<file path="src/wdr_pkg.sv">
/*
 * Package for the windowed watchdog and reset-source block: register map,
 * field positions, reset values, timing counts, carrier structs and the
 * timeout lookup functions.
 * Assumes a single 250 MHz clock that also serves as the bus clock.
 */
package wdr_pkg;

   // Clock period in ps, kept for deriving cycle counts
   localparam int CLK_PERIOD_PS = 4000;

   // APB register byte offsets
   localparam logic [7:0] WDR_SERVICE_OFS = 8'h00;
   localparam logic [7:0] WDR_CTRL_OFS = 8'h04;
   localparam logic [7:0] WDR_STATUS_OFS = 8'h08;
   localparam logic [7:0] WDR_COUNT_OFS = 8'h0c;

   // Service sequence keys
   localparam logic [7:0] WDR_KEY_ARM = 8'h55;
   localparam logic [7:0] WDR_KEY_CLEAR = 8'haa;

   // Control register fields
   localparam int CTRL_RATE_LSB = 0;
   localparam int CTRL_INHIBIT_BIT = 2;
   localparam logic [1:0] RATE_RESET = 2'h0;

   // Status register fields
   localparam int ST_PLAIN_EN = 0;
   localparam int ST_WIN_EN = 1;
   localparam int ST_ARMED = 2;
   localparam int ST_WINDOW_OPEN = 3;
   localparam int ST_SRC_EXTERNAL = 4;
   localparam int ST_SRC_INTERNAL = 5;
   localparam int ST_CAUSE_PLAIN = 6;
   localparam int ST_CAUSE_WIN_OVF = 7;
   localparam int ST_CAUSE_WIN_EARLY = 8;
   localparam int ST_CAUSE_CLKMON = 9;
   localparam int ST_INHIBIT = 10;
   localparam int ST_RATE_LOCKED = 11;
   localparam int ST_IN_RESET = 12;

   // Count register fields
   localparam int CNT_WIN_LSB = 0;
   localparam int CNT_PLAIN_LSB = 8;

   // Reset pin timing, in bus clock cycles
   localparam logic [3:0] PIN_DRIVE_CYC = 4'd8;
   localparam logic [3:0] PIN_SAMPLE_CYC = 4'd4;
   localparam int EXT_HOLD_MIN_CYC = 16;

   // Write-once window for the rate field, in bus cycles
   localparam logic [6:0] RATE_WINDOW_CYC = 7'd64;

   // Prescaler widths: core clock divided by 2^17 and 2^14
   localparam int PRESC_W = 17;
   localparam int WIN_PRESC_W = 14;

   // Reset sequencer states, one-hot
   typedef enum logic [3:0] {
      WDR_IDLE = 4'b0001,
      WDR_DRIVE = 4'b0010,
      WDR_SETTLE = 4'b0100,
      WDR_HOLD = 4'b1000
   } wdr_state_t;

   // Nonvolatile and mode settings seen by the block
   typedef struct packed {
      logic plain_watchdog_disable;
      logic windowed_watchdog_disable;
      logic special_mode;
      logic special_test_mode;
   } wdr_cfg_t;

   // Core clock source selection and ticks
   typedef struct packed {
      logic synthesizer_supply_on;
      logic main_clock_select;
      logic bus_clock_select;
      logic pll_output_clock_tick;
      logic crystal_input_clock_tick;
   } wdr_clk_t;

   // Plain watchdog: divided period scaled by 1, 4, 16, 64
   function automatic logic [6:0] wdr_plain_limit(input logic [1:0] rate);
      logic [6:0] lim;
      unique case (rate)
         2'h0: lim = 7'd1;
         2'h1: lim = 7'd4;
         2'h2: lim = 7'd16;
         default: lim = 7'd64;
      endcase
      return lim;
   endfunction

   // Windowed watchdog: divided clock further divided by 8, 32, 64, 128
   function automatic logic [7:0] wdr_win_limit(input logic [1:0] rate);
      logic [7:0] lim;
      unique case (rate)
         2'h0: lim = 8'd8;
         2'h1: lim = 8'd32;
         2'h2: lim = 8'd64;
         default: lim = 8'd128;
      endcase
      return lim;
   endfunction

endpackage

</file>
<file path="src/wdr_watchdog.sv">
/*
 * Windowed watchdog and reset-source logic with an APB register slave.
 * Holds both watchdog counters, the service sequence, the write-once rate
 * field and the reset pin sequencer that tells external from internal
 * resets.
 * Assumes all inputs synchronous to clk; the core clock arrives as tick
 * enables; the reset pin is resolved outside from oe and out.
 */
// Implementation choices: the register offsets and the APB interface to the registers.
`timescale 1ns/1ps

// Operation
// - On any reset condition drive the reset pin low eight bus cycles, then release.
// - Four cycles after release sample pin; low means external, high internal.
// - An enabled watchdog whose counter times out starts a system reset.
// - Watchdog enables follow disable settings latched at reset only.
// - Special modes start with watchdog resets inhibited; writing zero allows them.
// - Plain watchdog counts core clock over 2^17, windowed over 2^14.
// - Core clock is PLL when synthesizer on and both selects set, else crystal.
// - Rate field resets to zero; normal modes allow one write within 64 cycles.
// - Plain watchdog rate values scale the divided period by 1, 4, 16, 64.
// - Windowed watchdog rate values divide its clock by 8, 32, 64, 128.
// - Timeout may be late by one divided period, never early.
// - One rate field is shared by both watchdogs.
// - Windowed watchdog has priority; plain watchdog then never causes reset.
// - Windowed service window is the latter half of each timeout period.
// - Early windowed service resets system; in-window service restarts at zero.
// - Windowed watchdog is enabled after reset except in special test mode.
// - Build option forces windowed watchdog on in normal modes only.
// - Windowed watchdog stops and raises no reset while the CPU waits.
// - A set disable bit turns that watchdog off; clear means enabled.
module wdr_watchdog #(
   parameter bit FORCE_WINDOWED = 1'b0
) (
   input wire logic clk,
   input wire logic rst_n,
   input wire logic psel,
   input wire logic penable,
   input wire logic pwrite,
   input wire logic [7:0] paddr,
   input wire logic [31:0] pwdata,
   output logic [31:0] prdata,
   output logic pready,
   output logic pslverr,
   input wire wdr_pkg::wdr_cfg_t cfg,
   input wire wdr_pkg::wdr_clk_t core_clk,
   input wire logic cpu_wait,
   input wire logic clock_monitor_fail,
   input wire logic reset_pin_in,
   output logic reset_pin_out,
   output logic reset_pin_oe,
   output logic system_reset,
   output logic reset_source_external
);
   import wdr_pkg::*;

   wdr_state_t state_ff;
   logic [3:0] pin_cnt_ff;
   logic sys_reset_ff;
   logic pin_oe_ff;
   logic src_ext_ff;
   logic src_int_ff;
   logic [3:0] cause_ff;
   logic latch_pending_ff;
   logic plain_en_ff;
   logic win_en_ff;
   logic inhibit_ff;
   logic [1:0] rate_ff;
   logic rate_locked_ff;
   logic [6:0] rate_win_cnt_ff;
   logic [PRESC_W-1:0] presc_ff;
   logic [6:0] plain_cnt_ff;
   logic [7:0] win_cnt_ff;
   logic armed_ff;
   logic [31:0] prdata_ff;
   logic pready_ff;
   logic pslverr_ff;

   logic core_tick;
   logic win_tick;
   logic plain_tick;
   logic wr_access;
   logic svc_wr;
   logic serviced;
   logic [7:0] win_lim;
   logic [6:0] plain_lim;
   logic window_open;
   logic win_ovf;
   logic win_early;
   logic plain_ovf;
   logic wd_req;
   logic any_req;
   logic [3:0] nxt_cause;

   // Core clock source: PLL only when synthesizer runs and both selects set
   assign core_tick = (core_clk.synthesizer_supply_on && core_clk.main_clock_select
                       && core_clk.bus_clock_select) ? core_clk.pll_output_clock_tick
                                                     : core_clk.crystal_input_clock_tick;

   // Divided watchdog clocks taken from the shared prescaler
   assign win_tick = core_tick && (&presc_ff[WIN_PRESC_W-1:0]);
   assign plain_tick = core_tick && (&presc_ff);

   // Register write strobe at the access edge of a completed transfer
   assign wr_access = psel && penable && pready_ff && pwrite;
   assign svc_wr = wr_access && (paddr == WDR_SERVICE_OFS);
   assign serviced = svc_wr && armed_ff && (pwdata[7:0] == WDR_KEY_CLEAR);

   // Shared rate field gives both limits
   assign win_lim = wdr_win_limit(rate_ff);
   assign plain_lim = wdr_plain_limit(rate_ff);

   // Window opens at half the windowed timeout
   // A service landing exactly on the half mark counts as inside the window
   assign window_open = win_cnt_ff >= {1'b0, win_lim[7:1]};

   // Windowed events are suppressed while the CPU waits
   assign win_ovf = win_en_ff && !cpu_wait && win_tick
                    && (win_cnt_ff == win_lim - 8'd1);
   assign win_early = win_en_ff && !cpu_wait && serviced && !window_open;
   // Plain watchdog is redundant whenever the windowed one runs
   assign plain_ovf = plain_en_ff && !win_en_ff && plain_tick
                      && (plain_cnt_ff == plain_lim - 7'd1);

   // Watchdog requests are blocked while resets are inhibited
   assign wd_req = !inhibit_ff && (win_ovf || win_early || plain_ovf);
   assign any_req = wd_req || clock_monitor_fail;

   // Internal cause recorded with the request that starts the sequence
   always_comb begin
      nxt_cause = 4'h0;
      if (!inhibit_ff) begin
         nxt_cause[0] = plain_ovf;
         nxt_cause[1] = win_ovf;
         nxt_cause[2] = win_early;
      end
      nxt_cause[3] = clock_monitor_fail;
   end

   // Reset pin sequencer: drive, release, sample, wait for external release
   // Requests during a running sequence are dropped; it already resets everything
   always_ff @(posedge clk or negedge rst_n) begin
      if (!rst_n) begin
         state_ff <= WDR_IDLE;
         pin_cnt_ff <= 4'h0;
      end else begin
         unique case (state_ff)
            WDR_IDLE: begin
               if (any_req || !reset_pin_in) begin
                  state_ff <= WDR_DRIVE;
                  pin_cnt_ff <= PIN_DRIVE_CYC - 4'd1;
               end
            end
            WDR_DRIVE: begin
               if (pin_cnt_ff == 4'h0) begin
                  state_ff <= WDR_SETTLE;
                  pin_cnt_ff <= PIN_SAMPLE_CYC - 4'd1;
               end else begin
                  pin_cnt_ff <= pin_cnt_ff - 4'd1;
               end
            end
            WDR_SETTLE: begin
               if (pin_cnt_ff == 4'h0) begin
                  // Low pin means an external source still holds it
                  state_ff <= reset_pin_in ? WDR_IDLE : WDR_HOLD;
               end else begin
                  pin_cnt_ff <= pin_cnt_ff - 4'd1;
               end
            end
            WDR_HOLD: begin
               if (reset_pin_in) begin
                  state_ff <= WDR_IDLE;
               end
            end
         endcase
      end
   end

   // Pin drive and system reset level, both from flops
   always_ff @(posedge clk or negedge rst_n) begin
      if (!rst_n) begin
         pin_oe_ff <= 1'b0;
         sys_reset_ff <= 1'b0;
      end else begin
         pin_oe_ff <= (state_ff == WDR_IDLE) ? (any_req || !reset_pin_in)
                    : ((state_ff == WDR_DRIVE) && (pin_cnt_ff != 4'h0));
         sys_reset_ff <= (state_ff == WDR_IDLE) ? (any_req || !reset_pin_in)
                       : !((state_ff == WDR_SETTLE) && (pin_cnt_ff == 4'h0) && reset_pin_in)
                         && !((state_ff == WDR_HOLD) && reset_pin_in);
      end
   end

   // Reset cause latched at the sequence start, source decided at the sample point
   always_ff @(posedge clk or negedge rst_n) begin
      if (!rst_n) begin
         src_ext_ff <= 1'b0;
         src_int_ff <= 1'b0;
         cause_ff <= 4'h0;
      end else if ((state_ff == WDR_IDLE) && (any_req || !reset_pin_in)) begin
         cause_ff <= nxt_cause;
      end else if ((state_ff == WDR_SETTLE) && (pin_cnt_ff == 4'h0)) begin
         src_ext_ff <= !reset_pin_in;
         src_int_ff <= reset_pin_in;
      end
   end

   // Nonvolatile settings latched once per reset, on the release
   // Enables stay clear during system reset so no watchdog counts inside it
   always_ff @(posedge clk or negedge rst_n) begin
      if (!rst_n) begin
         latch_pending_ff <= 1'b1;
         plain_en_ff <= 1'b0;
         win_en_ff <= 1'b0;
      end else if (sys_reset_ff) begin
         latch_pending_ff <= 1'b1;
         plain_en_ff <= 1'b0;
         win_en_ff <= 1'b0;
      end else if (latch_pending_ff) begin
         latch_pending_ff <= 1'b0;
         plain_en_ff <= !cfg.plain_watchdog_disable;
         if (cfg.special_test_mode) begin
            win_en_ff <= 1'b0;
         end else if (FORCE_WINDOWED && !cfg.special_mode) begin
            win_en_ff <= 1'b1;
         end else begin
            win_en_ff <= !cfg.windowed_watchdog_disable;
         end
      end
   end

   // Reset inhibit: set on entry in special modes, cleared by software
   always_ff @(posedge clk or negedge rst_n) begin
      if (!rst_n) begin
         inhibit_ff <= 1'b0;
      end else if (latch_pending_ff && !sys_reset_ff) begin
         inhibit_ff <= cfg.special_mode;
      end else if (wr_access && (paddr == WDR_CTRL_OFS) && cfg.special_mode) begin
         inhibit_ff <= pwdata[CTRL_INHIBIT_BIT];
      end
   end

   // Rate field: write once within the first bus cycles in normal modes
   // Special modes leave the field writable and never lock it
   always_ff @(posedge clk or negedge rst_n) begin
      if (!rst_n) begin
         rate_ff <= RATE_RESET;
         rate_locked_ff <= 1'b0;
         rate_win_cnt_ff <= 7'h0;
      end else if (sys_reset_ff) begin
         rate_ff <= RATE_RESET;
         rate_locked_ff <= 1'b0;
         rate_win_cnt_ff <= 7'h0;
      end else begin
         if (rate_win_cnt_ff != RATE_WINDOW_CYC) begin
            rate_win_cnt_ff <= rate_win_cnt_ff + 7'd1;
         end
         if (wr_access && (paddr == WDR_CTRL_OFS)) begin
            if (cfg.special_mode) begin
               rate_ff <= pwdata[CTRL_RATE_LSB +: 2];
            end else if (!rate_locked_ff && (rate_win_cnt_ff != RATE_WINDOW_CYC)) begin
               rate_ff <= pwdata[CTRL_RATE_LSB +: 2];
               rate_locked_ff <= 1'b1;
            end
         end
      end
   end

   // Service arming: 55 arms, AA clears the counters when armed
   always_ff @(posedge clk or negedge rst_n) begin
      if (!rst_n) begin
         armed_ff <= 1'b0;
      end else if (sys_reset_ff) begin
         armed_ff <= 1'b0;
      end else if (svc_wr) begin
         if (pwdata[7:0] == WDR_KEY_ARM) begin
            armed_ff <= 1'b1;
         end else if (pwdata[7:0] == WDR_KEY_CLEAR) begin
            armed_ff <= 1'b0;
         end
      end
   end

   // Prescaler restarts on service so a timeout is never early
   // One prescaler feeds both dividers; the windowed tick taps its low bits
   always_ff @(posedge clk or negedge rst_n) begin
      if (!rst_n) begin
         presc_ff <= '0;
      end else if (sys_reset_ff || serviced) begin
         presc_ff <= '0;
      end else if (core_tick) begin
         presc_ff <= presc_ff + 1'b1;
      end
   end

   // Plain watchdog counter
   always_ff @(posedge clk or negedge rst_n) begin
      if (!rst_n) begin
         plain_cnt_ff <= 7'h0;
      end else if (sys_reset_ff || serviced || !plain_en_ff) begin
         plain_cnt_ff <= 7'h0;
      end else if (plain_tick && (plain_cnt_ff != plain_lim - 7'd1)) begin
         plain_cnt_ff <= plain_cnt_ff + 7'd1;
      end
   end

   // Windowed watchdog counter, frozen while the CPU waits
   // It saturates at one below the limit, so it cannot wrap back into the closed half
   always_ff @(posedge clk or negedge rst_n) begin
      if (!rst_n) begin
         win_cnt_ff <= 8'h0;
      end else if (sys_reset_ff || serviced || !win_en_ff) begin
         win_cnt_ff <= 8'h0;
      end else if (win_tick && !cpu_wait && (win_cnt_ff != win_lim - 8'd1)) begin
         win_cnt_ff <= win_cnt_ff + 8'd1;
      end
   end

   // APB slave: one wait-free access phase, read data latched in setup
   // Status is captured in the setup cycle, one cycle before software sees it
   always_ff @(posedge clk or negedge rst_n) begin
      if (!rst_n) begin
         pready_ff <= 1'b0;
         pslverr_ff <= 1'b0;
         prdata_ff <= 32'h0;
      end else begin
         pready_ff <= psel && !penable;
         if (psel && !penable) begin
            pslverr_ff <= 1'b0;
            prdata_ff <= 32'h0;
            unique case (paddr)
               WDR_SERVICE_OFS: prdata_ff <= 32'h0;
               WDR_CTRL_OFS: begin
                  prdata_ff[CTRL_RATE_LSB +: 2] <= rate_ff;
                  prdata_ff[CTRL_INHIBIT_BIT] <= inhibit_ff;
               end
               WDR_STATUS_OFS: begin
                  prdata_ff[ST_PLAIN_EN] <= plain_en_ff;
                  prdata_ff[ST_WIN_EN] <= win_en_ff;
                  prdata_ff[ST_ARMED] <= armed_ff;
                  prdata_ff[ST_WINDOW_OPEN] <= window_open;
                  prdata_ff[ST_SRC_EXTERNAL] <= src_ext_ff;
                  prdata_ff[ST_SRC_INTERNAL] <= src_int_ff;
                  prdata_ff[ST_CAUSE_PLAIN] <= cause_ff[0];
                  prdata_ff[ST_CAUSE_WIN_OVF] <= cause_ff[1];
                  prdata_ff[ST_CAUSE_WIN_EARLY] <= cause_ff[2];
                  prdata_ff[ST_CAUSE_CLKMON] <= cause_ff[3];
                  prdata_ff[ST_INHIBIT] <= inhibit_ff;
                  prdata_ff[ST_RATE_LOCKED] <= rate_locked_ff;
                  prdata_ff[ST_IN_RESET] <= sys_reset_ff;
               end
               WDR_COUNT_OFS: begin
                  prdata_ff[CNT_WIN_LSB +: 8] <= win_cnt_ff;
                  prdata_ff[CNT_PLAIN_LSB +: 7] <= plain_cnt_ff;
               end
               default: pslverr_ff <= 1'b1; // Unmapped offset
            endcase
         end
      end
   end

   // Outputs straight from their flops; the pin itself only ever pulls low
   assign prdata = prdata_ff;
   assign pready = pready_ff;
   assign pslverr = pslverr_ff;
   assign reset_pin_out = 1'b0; // Open-drain: only the enable moves
   assign reset_pin_oe = pin_oe_ff;
   assign system_reset = sys_reset_ff;
   assign reset_source_external = src_ext_ff;

endmodule

</file>
<file path="config.mk">
export PLATFORM = sky130hd
export DESIGN_NAME = wdr_watchdog
export DESIGN_NICKNAME = d
export VERILOG_FILES = /design/src/wdr_pkg.sv /design/src/wdr_watchdog.sv
export SDC_FILE = /design/constraint.sdc
export NUM_CORES = 1
export LEC_CHECK = 0
export ABC_CLOCK_PERIOD_IN_PS = 4650
export BUFFER_PORTS_ARGS = -buffer_cell sky130_fd_sc_hd__buf_2
export CORE_ASPECT_RATIO = 1.25
export CORE_UTILIZATION = 40
export DETAILED_ROUTE_END_ITERATION = 12
export PLACE_DENSITY = 0.68
export SETUP_SLACK_MARGIN = 0.5
export SYNTH_ARGS = -nofsm -noshare
export SYNTH_HDL_FRONTEND = slang
export SYNTH_SLANG_ARGS = --single-unit
export TNS_END_PERCENT = 1
</file>
<file path="constraint.sdc">
create_clock -name clk -period 4.65 [get_ports clk]
set_input_delay 0.465 -clock clk [delete_from_list [all_inputs] [get_ports clk]]
set_output_delay 0.465 -clock clk [all_outputs]
set_load 0.005 [all_outputs]
</file>
# Word-level counts from Yosys, hierarchy flattened
# Cells that the tools add are included.
# totals
register_bits	80
latch_bits	0
ramBits	0
mem_bits_ro	0
elab_cells	178
n_memories	0
# classes
n_addsub	7
mul	0
div_mod_pow	0
n_lt_le_gt_ge	1
n_eq_ne	22
shift	0
n_mux	48
bitwise_logic	1
n_reduce_logical	78
# op_table
op	count
2-to-1 mux 17 bit	2
logical AND 1 bit	33
2-to-1 mux 4 bit	8
2-to-1 mux 7 bit	4
case mux 8 bit (3 select lines)	1
case mux 7 bit (3 select lines)	1
2-to-1 mux 1 bit	20
case mux 10 bit (2 select lines)	1
nonzero test 2 bit	9
adder 17 x 1 -> 17 bit (second input constant)	1
AND reduction 17 bit	1
== test 8 x 4 -> 1 bit (second input constant)	2
2-to-1 mux 8 bit	2
case mux 4 bit (4 select lines)	1
adder 7 x 1 -> 7 bit (second input constant)	2
AND reduction 14 bit	1
logical NOT 1 bit	13
case mux 4 bit (3 select lines)	1
2-to-1 mux 2 bit	5
inequality test 2 bit (second input constant)	5
case mux 3 bit (3 select lines)	1
nonzero test 3 bit	3
adder 8 x 1 -> 8 bit (second input constant)	1
== test 8 x 3 -> 1 bit (second input constant)	1
29 further kinds	38

# Depth between registers and ports, before layout
# logic_depth
depth_word	16
ltp_mapped	10

# Worst setup path after synthesis
# No wires, ideal clock.
# synth_path
kind	reg-to-reg
start	reg presc_ff[0]
end	reg pin_cnt_ff[3]
setup_ps	103
arrival_ps	2344
setup_slack_ps	2202
path_stages_with_launch	11
n_path_buf	0
synth_period_minus_slack_ps	2448
path_cell_list	dfrtp_1 > ha_1 > nand3_1 > nor2_1 > and4_1 > ha_1 > nand3b_1 > a2111oi_0 > a211o_1 > o31ai_1 > o41ai_2
# synth_between
elab_chain_len	11
word_cells_on_any_way	15
# synth_lines
item	line	rtl
start: declaration	wdr_watchdog.sv:71	logic [PRESC_W-1:0] presc_ff;
start signal: assignment	wdr_watchdog.sv:291	presc_ff <= presc_ff + 1'b1;
AND reduction 14 bit	wdr_watchdog.sv:101	assign win_tick = core_tick && (&presc_ff[WIN_PRESC_W-1:0]);
logical AND 1 bit	wdr_watchdog.sv:101	
logical AND 1 bit	wdr_watchdog.sv:118	assign win_ovf = win_en_ff && !cpu_wait && win_tick
logical AND 1 bit	wdr_watchdog.sv:119	&& (win_cnt_ff == win_lim - 8'd1);
logical OR 1 bit	wdr_watchdog.sv:126	assign wd_req = !inhibit_ff && (win_ovf || win_early || plain_ovf);
logical OR 1 bit *	wdr_watchdog.sv:126	
logical AND 1 bit *	wdr_watchdog.sv:126	
logical OR 1 bit *	wdr_watchdog.sv:127	assign any_req = wd_req || clock_monitor_fail;
logical OR 1 bit *	wdr_watchdog.sv:149	if (any_req || !reset_pin_in) begin
inequality test 2 bit (no line) *	--	
AND reduction 3 bit (no line) *	--	
end signal: assignment	wdr_watchdog.sv:151	pin_cnt_ff <= PIN_DRIVE_CYC - 4'd1;
end signal: assignment	wdr_watchdog.sv:157	pin_cnt_ff <= PIN_SAMPLE_CYC - 4'd1;
end signal: assignment	wdr_watchdog.sv:159	pin_cnt_ff <= pin_cnt_ff - 4'd1;
end: declaration	wdr_watchdog.sv:58	logic [3:0] pin_cnt_ff;
# Every way passes the cells marked *; elsewhere a longest branch is shown, timed or not.
# A chain may end at the register's enable or synchronous reset.

# Worst setup path after layout
# Ends and elaborated chain as after synthesis.

==> flow_metrics.tcl <==
set metrics [dict create \
    status "completed" \
    syn2layout_area_growth_pct 13.8 \
    cellLeakagePower_nw 2.17 \
    layout_common_cells "sky130_fd_sc_hd__dfrtp_1, sky130_fd_sc_hd__nor2_1, sky130_fd_sc_hd__buf_2" \
    global_route_wire_length_before_repair_um 16400 \
    cts_hold_buf 0 \
    drt_iter0_markers 189 \
    rows 42 \
    clock_sinks 80 \
    drv.max_cap_violation_count 0 \
    postCtsResizedCells 0 \
    synth-edff-count 0 \
    drive_gt1_frac 0.155 \
    critical_path_cell_with_the_highest_stage_delay "sky130_fd_sc_hd__a2111oi_0" \
    yosys_most_used_dff "sky130_fd_sc_hd__dfrtp_1" \
    antennaDiodeCount 0 \
    pin_count_of_the_biggest_net_entering_global_routing 81 \
    die_x_extent_um 96.2 \
    postPlaceCellArea_um2 4740 \
    netlist_instances 473 \
    dr.pass1.iters 4 \
    grt_setup_unrepaired "no" \
    num-nets-final 589 \
    final.setup.tns_ps 0 \
    yosys.cell_types.count 61 \
    cts.path.max_buffers 2 \
    synth.ff_latch_count 80 \
    core_region_area_um2 10700 \
    synthesis.yosys.warnings 0 \
    mappedNetlistArea_um2 4440 \
    clock_latency_at_the_later_pin_of_the_worst_skew_pair_ps 340 \
    synth_seq_area_share 0.452 \
    io-pin-count 95 \
    max_stage_delay_on_crit_path_ps 770 \
    fin_crit_sh 0.710 \
    commonest_non_fill_non_tap_cell_in_the_layout "sky130_fd_sc_hd__dfrtp_1" \
    placedCellCount 640 \
    vias 3578 \
    cts_tree "built" \
    placement.io_buffers 52 \
    clock_tree.root_cell "sky130_fd_sc_hd__clkbuf_16" \
    cp_cell_sequence "ha_1, nand3_1, nor2_1, and4_1, ha_1, nand3b_1, a2111oi_0, a211o_1, o31ai_1, o41ai_2" \
    cts.reportedPaths.clkPinSlew_ps 60 \
    total_power_mw 1.78 \
    overflow 0 \
    detailed_route_vias_per_instance 5.45 \
    worstSetupPathType "reg2reg" \
    routedWlPerCell_um 14.8 \
    design_area_um2 5050 \
    grt.total_usage 0.186 \
    end_kind "register" \
    initial_utilization 0.414 \
    tightest_slew_ps 971 \
    cts_setup_buffers 0 \
    gp_congestion 0.851 \
    slew_viol_final 0 \
    max_freq_mhz 303 \
    min_path_type "in2async" \
    data_arrival_at_the_endpoint_of_the_critical_path_ps 3530 \
    period_needed_ps 3300 \
    die_y_um 120 \
    slew_headroom 0.336 \
    cts_buffers 9 \
    postRouteAntennaNets 0 \
    avgSynthCellArea_um2 9.39 \
    htree_levels 3 \
    ys_async_sr_fraction 1.00 \
    detailedPlacementHpwl_um 6990 \
    setup_viol 0 \
    route.detailed.drc 0 \
    final-instance-count-excl-fill 656 \
    grt_antenna_before_repair 0 \
    floorplan.die_area_um2 11500 \
    pwr_density_cell_nw_per_um2 353 \
    first_global_vias 3520 \
    total_wirelength_um 9710 \
    critPathLaunchType "register" \
    peak_supply_drop_mv 0.157 \
    final.setup_skew_ps 3.85 \
    critical_path.most_common_cell "sky130_fd_sc_hd__ha_1" \
    finalHoldViolations 0 \
    required_ps 4880 \
    critPathMaxFanout 7 \
]
[synthesized netlist by cell type (all sizes together) (5+ instances only)]
master	instances	share of area
mux2	5	0.013
and4	5	0.0099
nand3	22	0.025
o21ai	12	0.014
a221oi	9	0.018
a21oi	16	0.018
nor3	12	0.015
inv	19	0.016
xnor2	17	0.034
ha	13	0.037
xor2	16	0.032
dfrtp	78	0.44
and2	6	0.0085
nor4	5	0.0070
and3	8	0.011
nand4	11	0.016
nor2b	5	0.0070
nor2	69	0.058
buf	22	0.036
clkbuf	14	0.012
nand2	36	0.030
[where the power goes]
group	leakage [nW]	total, mW	internal [mW]	switching, mW
Combinational	0.964	0.262	0.115	0.147
Sequential	1.06	0.773	0.737	0.0364
Clock	0.154	0.746	0.484	0.261
Total	2.17	1.78	1.34	0.445
[state kept, by name, indices dropped and copies added, names as in the netlist]
register and count:
armed_ff 1, cause_ff 4, inhibit_ff 1, latch_pending_ff 1
pin_cnt_ff 4, plain_cnt_ff 7, plain_en_ff 1, prdata 15
pready 1, presc_ff 17, pslverr 1, rate_ff 2
rate_locked_ff 1, rate_win_cnt_ff 7, reset_pin_oe 1, reset_source_external 1
src_int_ff 1, state_ff 4, system_reset 1, win_cnt_ff 8
win_en_ff 1
[final timing paths]
kind	slack [ps]	endpoint	cells after the start	from
setup reg to reg	1350	pin_cnt_ff[3]	10	presc_ff[0]
hold reg to reg	470	prdata[13]	2	prdata[13]
max in group asynchronous	3700	inhibit_ff	1	rst_n
min in group clk	320	plain_en_ff	2	cfg[3]
hold / removal	270	state_ff[3]	1	rst_n
setup / recovery	1350	pin_cnt_ff[3]	10	presc_ff[0]
[cell families after synthesis]
| kind of cell | share of synthesized area |
|---|---|
| mux | 0.0194 |
| flops | 0.452 |
| fa+ha+maj | 0.0366 |
| buf+inv | 0.0634 |
| other cells | 0.000845 |
| simple gates | 0.242 |
| xor+xnor | 0.0651 |
| compound gates | 0.121 |
[worst max-delay path: cells and delay by family (launching register included)]
kind | cells | cell delay [ps]
and+or+nand+nor | 4 | 800
DFF | 1 | 390
AOI/OAI and AO/OA | 4 | 1600
adders and majority gates | 2 | 390
[layout make-up]
| class | instances | area, um2 |
|---|---|---|
| fill | 1057 | 5670 |
| multi-input combinational | 355 | 2220 |
| sequential | 80 | 2000 |
| timing repair buffer | 54 | 278 |
| clock buffer | 13 | 250 |
| tap | 132 | 165 |
| inverter | 19 | 71.3 |
| clock inverter | 3 | 65.1 |
[per-stage QoR]
stage	setup slack (ps)	hold slack, ps	utilization
6_report	1350	273	0.471
5_1_grt	1170	318	0.471
4_1_cts	1370	312	0.471
3_5_place_dp	1390	459	0.442
3_3_place_gp	1440	448	0.442
2_1_floorplan	2200	169	-
[metal layers]
metal	up-vias	GRT usage	wire length, um
li1	1731	-	-
met1	1756	0.219	4100
met2	72	0.320	5030
met3	19	0.0241	341
met4	0	0.0989	243
met5	-	0	0
Power figures use the tool's default switching activity.
